$ cat src/rtl/ascdc_params.svh
`ifndef ASCDC_PARAMS_SVH
`define ASCDC_PARAMS_SVH

// ********************************
// register indexes (byte address = index * 4)
// ********************************
`define ASCDC_IDX_MODE 8'h10
`define ASCDC_IDX_SEL_LOW 8'h13
`define ASCDC_IDX_SEL_MID 8'h14
`define ASCDC_IDX_SEL_HIGH 8'h15
`define ASCDC_IDX_STATUS 8'h16
`define ASCDC_IDX_CLR_EN_LOW 8'h18
`define ASCDC_IDX_CLR_EN_HIGH 8'h19
`define ASCDC_IDX_SRC_INPUT 8'h1a
`define ASCDC_IDX_SRC_MISC 8'h1b
`define ASCDC_ADDR(idx) ({idx, 2'b00})

// ********************************
// fields and reset values
// ********************************
`define ASCDC_RST_BYTE 8'h00
`define ASCDC_MODE_BIT 7
`define ASCDC_TEMP_BIT 5
`define ASCDC_SEL_HIGH_W 6
`define ASCDC_SRC_INPUT_W 5
`define ASCDC_SRC_MISC_W 4
`define ASCDC_MISC_EXT 3
`define ASCDC_MISC_THERM 2
`define ASCDC_MISC_LT_HIGH 1
`define ASCDC_MISC_LT_LOW 0
`define ASCDC_STAT_BUSY_BIT 7
`define ASCDC_SLOTS 22
`define ASCDC_TEMP_SLOT 5'h15
`define ASCDC_CHAN_ZERO 5'h00
`define ASCDC_CHAN_ONE 5'h01

`endif

$ cat src/rtl/ascdc_pkg.sv
package ascdc_pkg;
  typedef enum logic [2:0] {
    ASCDC_IDLE = 3'b001,
    ASCDC_START = 3'b010,
    ASCDC_WAIT = 3'b100
  } ascdc_seq_e;
  typedef logic [21:0] ascdc_mask_t;
  typedef logic [4:0] ascdc_chan_t;
endpackage

$ cat src/rtl/ascdc_scan_if.sv
`timescale 1ns/1ps
`default_nettype none
interface ascdc_scan_if;
  ascdc_pkg::ascdc_mask_t sel_mask; // slots 0..20 inputs, 21 temp sensor
  logic auto_mode; // repeat passes
  logic trigger; // start one pass in direct mode
  logic conv_done; // engine finished current slot
  logic conv_start; // start converting conv_chan
  ascdc_pkg::ascdc_chan_t conv_chan; // slot being converted
  logic busy; // pass in progress
  modport seq (input sel_mask, input auto_mode, input trigger, input conv_done,
    output conv_start, output conv_chan, output busy);
  modport ctl (output sel_mask, output auto_mode, output trigger, output conv_done,
    input conv_start, input conv_chan, input busy);
endinterface
`default_nettype wire

$ cat src/rtl/ascdc_scan_seq.sv
`timescale 1ns/1ps
`default_nettype none
`include "ascdc_params.svh"
module ascdc_scan_seq import ascdc_pkg::*; (
  input wire logic pclk, // clock
  input wire logic presetn, // async reset
  input wire logic clk_en, // freezes state when low
  ascdc_scan_if.seq sif // scan control
);
  ascdc_seq_e state_r;
  ascdc_seq_e state_nxt;
  ascdc_chan_t chan_r;
  ascdc_chan_t chan_nxt;

  // lowest selected slot at or above from; bit 5 flags a hit
  function automatic logic [5:0] find_from(input ascdc_mask_t m, input ascdc_chan_t from);
    logic [5:0] res;
    res = 6'h00;
    for (int i = `ASCDC_SLOTS - 1; i >= 0; i--) begin
      if (m[i] && (5'(i) >= from)) begin
        res = {1'b1, 5'(i)};
      end
    end
    return res;
  endfunction

  wire logic [5:0] first_hit = find_from(sif.sel_mask, `ASCDC_CHAN_ZERO);
  wire logic [5:0] next_hit = find_from(sif.sel_mask, chan_r + `ASCDC_CHAN_ONE);
  wire logic go = sif.trigger | sif.auto_mode;

  always_comb begin
    state_nxt = state_r;
    chan_nxt = chan_r;
    unique case (state_r)
      ASCDC_IDLE: begin
        if (go && first_hit[5]) begin
          state_nxt = ASCDC_START;
          chan_nxt = first_hit[4:0];
        end
      end
      ASCDC_START: begin
        state_nxt = ASCDC_WAIT;
      end
      ASCDC_WAIT: begin
        if (sif.conv_done) begin
          if (next_hit[5]) begin
            state_nxt = ASCDC_START;
            chan_nxt = next_hit[4:0];
          end else if (sif.auto_mode && first_hit[5]) begin
            state_nxt = ASCDC_START;
            chan_nxt = first_hit[4:0];
          end else begin
            state_nxt = ASCDC_IDLE;
          end
        end
      end
      default: begin
        state_nxt = ASCDC_IDLE;
      end
    endcase
  end

  always_ff @(posedge pclk or negedge presetn) begin
    if (!presetn) begin
      state_r <= ASCDC_IDLE;
      chan_r <= `ASCDC_CHAN_ZERO;
    end else if (clk_en) begin
      state_r <= state_nxt;
      chan_r <= chan_nxt;
    end
  end

  assign sif.conv_start = (state_r == ASCDC_START);
  assign sif.conv_chan = chan_r;
  assign sif.busy = (state_r != ASCDC_IDLE);

  // ********************************
  // checks
  // ********************************
  start_selected_a: assert property (@(posedge pclk) disable iff (!presetn)
    sif.conv_start |-> sif.sel_mask[sif.conv_chan])
    else $error("conversion started on a deselected slot");
  direct_once_a: assert property (@(posedge pclk) disable iff (!presetn)
    (clk_en && state_r == ASCDC_WAIT && sif.conv_done && !next_hit[5] && !sif.auto_mode)
    |=> state_r == ASCDC_IDLE)
    else $error("direct mode did not idle after the pass");
  auto_wrap_a: assert property (@(posedge pclk) disable iff (!presetn)
    (clk_en && state_r == ASCDC_WAIT && sif.conv_done && !next_hit[5] && sif.auto_mode
    && first_hit[5]) |=> (sif.conv_start && sif.conv_chan == $past(first_hit[4:0])))
    else $error("auto mode did not return to the first slot");
endmodule
`default_nettype wire

$ cat src/rtl/ascdc_regs.sv
`timescale 1ns/1ps
`default_nettype none
`include "ascdc_params.svh"
module ascdc_regs import ascdc_pkg::*; (
  input wire logic pclk, // 20 MHz clock
  input wire logic presetn, // async reset
  input wire logic clk_en, // freezes all state when low
  input wire logic psel, // apb select
  input wire logic penable, // apb access phase
  input wire logic pwrite, // apb direction
  input wire logic [9:0] paddr, // apb byte address
  input wire logic [31:0] pwdata, // apb write data
  output logic [31:0] prdata, // apb read data
  output logic pready, // apb ready
  output logic pslverr, // apb error on unmapped address
  input wire logic scan_trigger, // start a direct-mode pass
  input wire logic conv_done, // engine finished a slot
  output logic conv_start, // start converting conv_chan
  output logic [4:0] conv_chan, // slot 0..20 inputs, 21 temp sensor
  input wire logic [4:0] input_alarm, // alarms of inputs 16..20
  input wire logic ext_alarm_pin, // external alarm input
  input wire logic thermal_alarm, // thermal alarm
  input wire logic local_temp_high_alarm, // local temp high alarm
  input wire logic local_temp_low_alarm, // local temp low alarm
  output logic [15:0] dac_clear // per-output clear state
);
  ascdc_scan_if sif ();

  // ********************************
  // register storage
  // ********************************
  logic [7:0] input_sel_low_r;
  logic [7:0] input_sel_mid_r;
  logic [`ASCDC_SEL_HIGH_W-1:0] input_sel_high_r;
  logic [7:0] clear_en_low_r;
  logic [7:0] clear_en_high_r;
  logic [`ASCDC_SRC_INPUT_W-1:0] src_input_r;
  logic [`ASCDC_SRC_MISC_W-1:0] src_misc_r;
  logic conversion_mode_sel_r;
  logic [31:0] prdata_r;
  logic pready_r;
  logic pslverr_r;
  logic [15:0] dac_clear_r;
  logic [15:0] dac_clear_nxt;

  // ********************************
  // apb decode
  // ********************************
  wire logic setup_ph = psel & ~penable & ~pready_r;
  wire logic wr_acc = psel & penable & pready_r & pwrite;
  wire logic hit_mode = (paddr == `ASCDC_ADDR(`ASCDC_IDX_MODE));
  wire logic hit_sel_low = (paddr == `ASCDC_ADDR(`ASCDC_IDX_SEL_LOW));
  wire logic hit_sel_mid = (paddr == `ASCDC_ADDR(`ASCDC_IDX_SEL_MID));
  wire logic hit_sel_high = (paddr == `ASCDC_ADDR(`ASCDC_IDX_SEL_HIGH));
  wire logic hit_status = (paddr == `ASCDC_ADDR(`ASCDC_IDX_STATUS));
  wire logic hit_en_low = (paddr == `ASCDC_ADDR(`ASCDC_IDX_CLR_EN_LOW));
  wire logic hit_en_high = (paddr == `ASCDC_ADDR(`ASCDC_IDX_CLR_EN_HIGH));
  wire logic hit_src_in = (paddr == `ASCDC_ADDR(`ASCDC_IDX_SRC_INPUT));
  wire logic hit_src_misc = (paddr == `ASCDC_ADDR(`ASCDC_IDX_SRC_MISC));
  wire logic hit_any = hit_mode | hit_sel_low | hit_sel_mid | hit_sel_high | hit_status
    | hit_en_low | hit_en_high | hit_src_in | hit_src_misc;

  // reserved bits read as zero since they are never stored
  wire logic [7:0] mode_byte = {conversion_mode_sel_r, 7'h00};
  wire logic [7:0] status_byte = {sif.busy, 2'h0, sif.conv_chan};
  wire logic [7:0] rd_byte =
    hit_mode ? mode_byte :
    hit_sel_low ? input_sel_low_r :
    hit_sel_mid ? input_sel_mid_r :
    hit_sel_high ? {2'h0, input_sel_high_r} :
    hit_status ? status_byte :
    hit_en_low ? clear_en_low_r :
    hit_en_high ? clear_en_high_r :
    hit_src_in ? {3'h0, src_input_r} :
    hit_src_misc ? {4'h0, src_misc_r} : `ASCDC_RST_BYTE;

  // ********************************
  // apb handshake: no wait states, answer registered in setup
  // ********************************
  always_ff @(posedge pclk or negedge presetn) begin
    if (!presetn) begin
      pready_r <= 1'b0;
      prdata_r <= 32'h0000_0000;
      pslverr_r <= 1'b0;
    end else if (clk_en) begin
      pready_r <= setup_ph;
      if (setup_ph) begin
        prdata_r <= pwrite ? 32'h0000_0000 : {24'h00_0000, rd_byte};
        pslverr_r <= ~hit_any;
      end else begin
        prdata_r <= 32'h0000_0000;
        pslverr_r <= 1'b0;
      end
    end
  end

  // ********************************
  // register writes
  // ********************************
  always_ff @(posedge pclk or negedge presetn) begin
    if (!presetn) begin
      input_sel_low_r <= `ASCDC_RST_BYTE;
      input_sel_mid_r <= `ASCDC_RST_BYTE;
      input_sel_high_r <= '0;
      clear_en_low_r <= `ASCDC_RST_BYTE;
      clear_en_high_r <= `ASCDC_RST_BYTE;
      src_input_r <= '0;
      src_misc_r <= '0;
      conversion_mode_sel_r <= 1'b0;
    end else if (clk_en && wr_acc) begin
      if (hit_sel_low) begin
        input_sel_low_r <= pwdata[7:0];
      end
      if (hit_sel_mid) begin
        input_sel_mid_r <= pwdata[7:0];
      end
      if (hit_sel_high) begin
        input_sel_high_r <= pwdata[`ASCDC_SEL_HIGH_W-1:0];
      end
      if (hit_en_low) begin
        clear_en_low_r <= pwdata[7:0];
      end
      if (hit_en_high) begin
        clear_en_high_r <= pwdata[7:0];
      end
      if (hit_src_in) begin
        src_input_r <= pwdata[`ASCDC_SRC_INPUT_W-1:0];
      end
      if (hit_src_misc) begin
        src_misc_r <= pwdata[`ASCDC_SRC_MISC_W-1:0];
      end
      if (hit_mode) begin
        conversion_mode_sel_r <= pwdata[`ASCDC_MODE_BIT];
      end
    end
  end

  // ********************************
  // scan sequencer
  // ********************************
  assign sif.sel_mask = {input_sel_high_r, input_sel_mid_r, input_sel_low_r};
  assign sif.auto_mode = conversion_mode_sel_r;
  assign sif.trigger = scan_trigger;
  assign sif.conv_done = conv_done;

  ascdc_scan_seq u_seq (
    .pclk(pclk),
    .presetn(presetn),
    .clk_en(clk_en),
    .sif(sif)
  );

  // ********************************
  // clear event
  // ********************************
  wire logic [15:0] clear_en = {clear_en_high_r, clear_en_low_r};
  wire logic [3:0] misc_alarms = {ext_alarm_pin, thermal_alarm, local_temp_high_alarm,
    local_temp_low_alarm};
  wire logic clear_event = (|(input_alarm & src_input_r))
    | (|(misc_alarms & src_misc_r));

  // no output-mode input here: clearing is the same in auto and manual
  assign dac_clear_nxt = clear_event ? clear_en : 16'h0000;

  always_ff @(posedge pclk or negedge presetn) begin
    if (!presetn) begin
      dac_clear_r <= 16'h0000;
    end else if (clk_en) begin
      dac_clear_r <= dac_clear_nxt;
    end
  end

  assign prdata = prdata_r;
  assign pready = pready_r;
  assign pslverr = pslverr_r;
  assign conv_start = sif.conv_start;
  assign conv_chan = sif.conv_chan;
  assign dac_clear = dac_clear_r;

  // ********************************
  // checks
  // ********************************
  clear_enabled_a: assert property (@(posedge pclk) disable iff (!presetn)
    (clk_en && clear_event) |=> dac_clear == $past(clear_en))
    else $error("enabled outputs not cleared on clear event");
  clear_masked_a: assert property (@(posedge pclk) disable iff (!presetn)
    clk_en |=> (dac_clear & ~$past(clear_en)) == 16'h0000)
    else $error("disabled output entered clear state");
  source_alone_a: assert property (@(posedge pclk) disable iff (!presetn)
    (clk_en && clear_en == 16'h0000) |=> dac_clear == 16'h0000)
    else $error("clear without clear enable");
  no_event_a: assert property (@(posedge pclk) disable iff (!presetn)
    (clk_en && !(|(input_alarm & src_input_r)) && !(|(misc_alarms & src_misc_r)))
    |=> dac_clear == 16'h0000)
    else $error("clear state without a selected alarm");
  ext_pin_a: assert property (@(posedge pclk) disable iff (!presetn)
    (clk_en && ext_alarm_pin && src_misc_r[`ASCDC_MISC_EXT]) |=> dac_clear == $past(clear_en))
    else $error("external alarm pin source did not clear");
  input_src_a: assert property (@(posedge pclk) disable iff (!presetn)
    (clk_en && input_alarm[4] && src_input_r[4]) |=> dac_clear == $past(clear_en))
    else $error("input 20 alarm source did not clear");
  sel_low_wr_a: assert property (@(posedge pclk) disable iff (!presetn)
    (clk_en && wr_acc && hit_sel_low) |=> input_sel_low_r == $past(pwdata[7:0]))
    else $error("low input select write lost");
  temp_sel_a: assert property (@(posedge pclk) disable iff (!presetn)
    (clk_en && wr_acc && hit_sel_high)
    |=> sif.sel_mask[`ASCDC_TEMP_SLOT] == $past(pwdata[`ASCDC_TEMP_BIT]))
    else $error("temperature select not at bit 5");
  en_high_wr_a: assert property (@(posedge pclk) disable iff (!presetn)
    (clk_en && wr_acc && hit_en_high) |=> clear_en[15:8] == $past(pwdata[7:0]))
    else $error("high clear enable write lost");
  reset_zero_a: assert property (@(posedge pclk)
    $rose(presetn) |-> (sif.sel_mask == '0 && clear_en == 16'h0000 && src_input_r == '0
    && src_misc_r == '0 && dac_clear == 16'h0000))
    else $error("fields not zero after reset");
  apb_wait_a: assert property (@(posedge pclk) disable iff (!presetn)
    (clk_en && setup_ph) |=> pready)
    else $error("apb answer not one cycle after setup");
endmodule
`default_nettype wire

$ cat config.mk
export PLATFORM = sky130hd
export DESIGN_NAME = ascdc_regs
export DESIGN_NICKNAME = d
export VERILOG_FILES = /design/src/rtl/ascdc_pkg.sv /design/src/rtl/ascdc_scan_if.sv /design/src/rtl/ascdc_scan_seq.sv /design/src/rtl/ascdc_regs.sv
export VERILOG_INCLUDE_DIRS = /design/src /design/src/rtl
export SDC_FILE = /design/constraint.sdc
export NUM_CORES = 1
export LEC_CHECK = 0
export BUFFER_PORTS_ARGS = -buffer_cell sky130_fd_sc_hd__clkbuf_2
export CORE_ASPECT_RATIO = 2
export CORE_MARGIN = 8
export CORE_UTILIZATION = 34
export CTS_BUF_LIST = sky130_fd_sc_hd__clkbuf_4
export CTS_CLUSTER_DIAMETER = 200
export CTS_CLUSTER_SIZE = 10
export DETAILED_ROUTE_END_ITERATION = 7
export GPL_TIMING_DRIVEN = 1
export PLACE_DENSITY = 0.57
export SETUP_SLACK_MARGIN = 0.3
export SYNTH_ARGS = -nofsm -noshare
export SYNTH_HDL_FRONTEND = slang
export SYNTH_SLANG_ARGS = --single-unit
$ cat constraint.sdc
create_clock -name pclk -period 4.1 [get_ports pclk]
set_clock_uncertainty 0.15 [all_clocks]
set_input_delay 0.82 -clock pclk [delete_from_list [all_inputs] [get_ports pclk]]
set_output_delay 0.82 -clock pclk [all_outputs]
set_load 0.01 [all_outputs]
---- Word level (Yosys, flattened, before mapping) ----
Index checks and enable logic that the tools add are counted.
Widths: inputs -> output; s select.
storage, ports and cells
  ROM bits ................................ 0
  memories ................................ 0
  latch bits .............................. 0
  output and inout bits ................... 56
  word-level logic and storage cells ...... 178
  bits of input ports ..................... 59
  bits in writable memories ............... 0
  register bits ........................... 106
cells by class
  mux-type cells .......................... 67
  shift operators ......................... 0
  $add $sub $neg .......................... 1
  bitwise gates (word level) .............. 20
  $mul .................................... 0
  eq/ne operators ......................... 16
  magnitude comparators ................... 22
  divide/modulo/power cells ............... 0
  reduce and logical (&&, ||, !) cells .... 38
operators with widths
  operator             count
  $mux 6               44
  $eq 10x7->1 const B  9
  $mux 8               9
  $ge 4x5->1 const A   8
  $ge 5x5->1 const A   6
  $logic_and 1x1->1    25
  $mux 5               5
  $ge 3x5->1 const A   4
  $mux 16              1
  $reduce_and 2->1     8
  $ge 1x5->1 const A   2
  $ge 2x5->1 const A   2
  $or 1x1->1           10
  $pmux 5 s2           1
  $mux 3               3
  $pmux 3 s3           1
  $ne 3x1->1 const B   2
  $add 5x1->5 const B  1
  $and 1x1->1          5
  $and 5x5->5          1
  $reduce_and 5->1     1
  $reduce_or 5->1      1
  $and 4x4->4          1
  $mux 4               1
  11 further kinds     13

---- Logic depth before layout (Yosys ltp) ----
  word-level depth ........................ 28
  depth in mapped cells ................... 14
  gate-level depth less buffers ........... 10

---- Modules after synthesis ----
Synthesis repeated with hierarchy kept, for this count alone.
unflattened totals
  cells, all modules ...................... 566
  area total of the unflattened synthesis .. 5525.3 um^2
by module, submodules not included
  module          cells each  seq. area each (um^2)  area each (um^2)  instances
  ascdc_regs      331         1851.8                 3801.1            1
  ascdc_scan_seq  235         201.4                  1724.2            1

---- Worst setup path before layout ----
No wires, ideal clock.
  path type ............................... register -> register
  start ................................... register u_seq.chan_r[1], in the netlist u_seq.sif.conv_chan[1]
  end ..................................... register u_seq.chan_r[1], in the netlist u_seq.sif.conv_chan[1]
  data arrival time ....................... 3011 ps
  buffers on the path ..................... 4
  data required time ...................... 3823 ps
  library setup time ...................... 127 ps
  setup slack ............................. 811 ps
  cell stages (with the launch flop) ...... 14
  cells stage by stage .................... dfrtp_1 -> buf_2 -> inv_1 -> ha_1 -> buf_2 -> or3_1 -> buf_2 -> o221a_2 -> o41ai_2 -> nand3_2 -> o31a_1 -> buf_6 -> a21bo_2 -> o22ai_1
on the way
  longest elaborated chain between the ends .. 28
  elaborated cells between the ends (all ways) .. 72
ends and longest elaborated chain
  element                    line                  text
  start, declared            ascdc_scan_seq.sv:12  ascdc_chan_t chan_r;
  start signal, assigned     ascdc_scan_seq.sv:66  chan_r <= `ASCDC_CHAN_ZERO;
  start signal, assigned     ascdc_scan_seq.sv:69  chan_r <= chan_nxt;
  $add 5x1->5 (no line) (*)  -
  $ge 5x5->1                 ascdc_scan_seq.sv:20  if (m[i] && (5'(i) >= from)) begin
  $logic_and 1x1->1          ascdc_scan_seq.sv:20
  $mux 6 (21 in a row)       ascdc_scan_seq.sv:20
  $mux 6 (*)                 ascdc_scan_seq.sv:20
  $mux 5                     ascdc_scan_seq.sv:46  if (next_hit[5]) begin
  $mux 5                     ascdc_scan_seq.sv:45  if (sif.conv_done) begin
  $pmux 5 s2                 ascdc_scan_seq.sv:34  unique case (state_r)
Mark *: on every way between the ends. The rest lies on a longest branch, timed or not. The select of a mux whose other input is x is not followed.
A chain may end at the register's enable or synchronous reset.

---- Worst setup path after layout ----
  start ................................... register u_seq.chan_r[0], in the netlist u_seq.sif.conv_chan[0]
  end ..................................... register u_seq.chan_r[1], in the netlist u_seq.sif.conv_chan[1]
Same word-level chain as after synthesis.

==> summary.md <==
| Metric | Value |
|---|---|
| Slew headroom | `38.3%` |
| Design Power | `0.00289 W` |
| Worst setup EP type | `flip-flop` |
| # IOs | `115` |
| Fin nets | `around 650` |
| WP data arrival | `3.83 ns` |
| Reg2reg end | `u_seq.sif.conv_chan[1]$_DFFE_PN0P_` |
| Count leader, synth | `dfrtp_1` |
| Hold Path Class | `in -> async` |
| Final hold viol count | `0` |
| Initial core utilization | `34.7%` |
| Die Ht | `roughly 190 um` |
| CTS H-tree depth | `3` |
| First-pass GRT wire length | `between 20,000 and 30,000 um` |
| Synth area leader | `dfrtp_1` |
| Clock Sinks | `just over 80` |
| Setup violators final | `0` |
| Mapped cell area | `5150 um^2` |
| Vias in the first global route | `about 4,700` |
| Final ANT Viol Nets | `0` |
| Seq/Total Area, Yosys | `39.9%` |
| Num CTS Buffers | `9` |
| Ys Warns | `0` |
| Die Area | `19,600 um^2` |
| Largest cells by area after synthesis | `dfrtp_1 39%, mux2_2 11%, buf_4 3.9%` |
| PortBufs | `66` |
| Final worst path period share | `88.4%` |
| Proportion of layout cells with a drive suffix above 1 | `28.2%` |
| Placeable Area | `14,800 um^2` |
| Share of the synthesized area in the top cell type | `39.4%` |
| Outcome | `complete, no violations` |
| FILL cells | `1,565` |
| Avg Cell Area, Syn | `between 9 and 10 um^2` |
| Initial detailed-routing violation count | `247` |
| R2R depth | `10` |
| Via count | `4,508` |
| CTS clk-pin slew, worst paths | `0.14 ns` |
| Synth unique cells | `71` |
| GRT Total Usage | `18.1%` |
| Initial antenna violation count | `1` |
| Fmax | `between 200 and 300 MHz` |
| Design area | `5780 um^2` |
| Cell Pwr Density | `roughly 500 nW/um^2` |
| Row Count | `63` |
| Root cell of the clock tree | `clkbuf_4` |
| Post-CTS Hold Buffers | `0` |
| Final Max Slew Viols | `0` |
| DR DRC count | `0` |
| Asr flop ratio synth | `100%` |
| Critical path class | `reg -> reg` |
| Leak pwr | `2.68 nW` |
| Worst r2r src | `u_seq.sif.conv_chan[0]$_DFFE_PN0P_` |
| Final Non-Filler Cells | `792` |
| Most used DFF post-synth | `dfrtp_1` |
| Die width | `103 um` |
| Worst slew pin tran | `just over 0.9 ns` |
| Final Critical Period | `about 3.6 ns` |
| MaxCap Viol Count | `0` |
| Req. time, crit path | `4.31 ns` |
| Placed instance area | `between 5000 and 6000 um^2` |
| Post-CTS Resized | `0` |
| Vias/cell | `between 5 and 6` |
| EDFF count, synth | `0` |
| Routed len/inst | `21.7 um` |
| CTS tree | `done` |
| Commonest cells post-synth | `81 x dfrtp_1, 49 x mux2_2, 33 x nor2_1` |
| GPL Wtd Cong | `0.899` |
| Worst skew pair latency | `roughly 0.47 ns` |
| Post-DP HPWL | `13,600 um` |
| Peak VDD IR | `about 0.23 mV` |
| CTS Buffer Depth | `2` |
| GR Overflow Total | `0` |
| RSZ-0062 raised after global routing | `false` |
| Startpoint Class | `flip-flop` |
| Placed Cells | `~780` |
| Drt total wl | `between 15,000 and 20,000 um` |
| DRT Pass-1 Iters | `5` |
| Area Growth Syn to Fin | `12.3%` |
| Total negative slack | `0 ns` |
| Worst-path maximum fanout | `10` |
| FF+latch count, synth | `82` |
| Post-CTS setup buffer count | `0` |
| Pin count of the biggest net entering global routing | `between 70 and 80` |
| Reg2Reg Setup Slack | `about 0.48 ns` |
| Post-Syn Instances | `523` |
[through the flow]
| stage | setup WS (ns) | util [%] | hold WS, ns |
|---|---|---|---|
| after floorplan | 0.811 | - | 0.330 |
| after global placement | 0.585 | 38.1 | 0.322 |
| after detailed placement | 0.527 | 38.1 | 0.325 |
| after CTS | 0.504 | 39.0 | 0.328 |
| after global routing | 0.361 | 39.0 | 0.368 |
| final | 0.478 | 39.0 | 0.308 |
[worst max-delay path by stage]
stage / startpoint / endpoint / slack [ns] / depth (start not counted)
floorplan: u_seq.sif.conv_chan[1]$_DFFE_PN0P_ / u_seq.sif.conv_chan[1]$_DFFE_PN0P_ / 0.81 / 13
global placement: u_seq.sif.conv_chan[0]$_DFFE_PN0P_ / u_seq.sif.conv_chan[1]$_DFFE_PN0P_ / 0.59 / 10
detailed placement: u_seq.sif.conv_chan[0]$_DFFE_PN0P_ / u_seq.sif.conv_chan[1]$_DFFE_PN0P_ / 0.53 / 10
CTS: u_seq.sif.conv_chan[0]$_DFFE_PN0P_ / u_seq.sif.conv_chan[1]$_DFFE_PN0P_ / 0.50 / 10
global route: u_seq.sif.conv_chan[0]$_DFFE_PN0P_ / u_seq.sif.conv_chan[1]$_DFFE_PN0P_ / 0.36 / 10
finish: u_seq.sif.conv_chan[0]$_DFFE_PN0P_ / u_seq.sif.conv_chan[1]$_DFFE_PN0P_ / 0.48 / 10
[metal layers]
layer	wire, um	GRT usage (%)	up-vias
li1	-	-	2087
met1	5900	17.4	2212
met2	9520	33.0	157
met3	734	2.89	52
met4	1060	13.2	0
met5	0	0	-
[worst max-delay path, stage by stage (launching register included)]
cell,delay [ns]
dfrtp_1,0.58
ha_1,0.45
buf_4,0.23
xnor2_1,0.08
a31o_1,0.32
a31o_4,0.25
a2111oi_4,0.47
nand3_2,0.19
o31a_1,0.47
a21bo_2,0.25
o22ai_1,0.06
[logic make-up after synthesis]
family          Yosys count  synth area share, %
compound gates          176                 25.3
xor+xnor                  6                 1.17
fa+ha+maj                 3                0.729
buf+inv                  62                 6.90
flops                    82                 39.9
mux                      52                 11.3
other cells               1               0.0728
simple gates            141                 14.6
[layout by cell type, fill, tap and decap left out, types with 7 or more instances in the layout]
master    count
buf_4        20
inv_1        10
conb_1       24
clkbuf_2     65
a22o_1       23
and2_1        7
mux2_2       49
nand2_1      31
a21o_1       10
a21oi_1      27
nor2_1       33
nor3_1        8
nor4_1        8
a22oi_1      14
dfrtp_1      81
nor2b_1       9
clkbuf_4      9
o21ai_0      31
nand2b_1      7
[registers in the layout, summed over array words and instances (netlist names), 3 cells and up]
signal	flops
dac_clear	16
clear_en_high_r	8
clear_en_low_r	8
input_sel_low_r	8
input_sel_mid_r	8
prdata	8
input_sel_high_r	6
src_input_r	5
u_seq.sif.conv_chan	5
src_misc_r	4
u_seq.state_r	3
[where the power goes]
part           total (W)  internal [W]  leakage, nW  switching (W)
clock network   0.000482      0.000183       0.0640       0.000299
registers       0.000974      0.000848         1.10       0.000125
logic            0.00143      0.000556         1.51       0.000875
total            0.00289       0.00159         2.68        0.00130
[area by class of cell]
| cell class | count | area (um^2) | share of cell area [%] |
|---|---|---|---|
| sequential | 82 | 2050 | 35.5 |
| inverter | 11 | 41.3 | 0.714 |
| tap | 195 | 244 | 4.22 |
| multi-input combinational | 402 | 2830 | 48.9 |
| timing repair buffer | 85 | 475 | 8.23 |
| clock inverter | 7 | 70.1 | 1.21 |
| clock buffer | 9 | 67.6 | 1.17 |
| antenna | 1 | 2.50 | 0.0433 |
No activity file was read; power rests on OpenSTA's default activity.
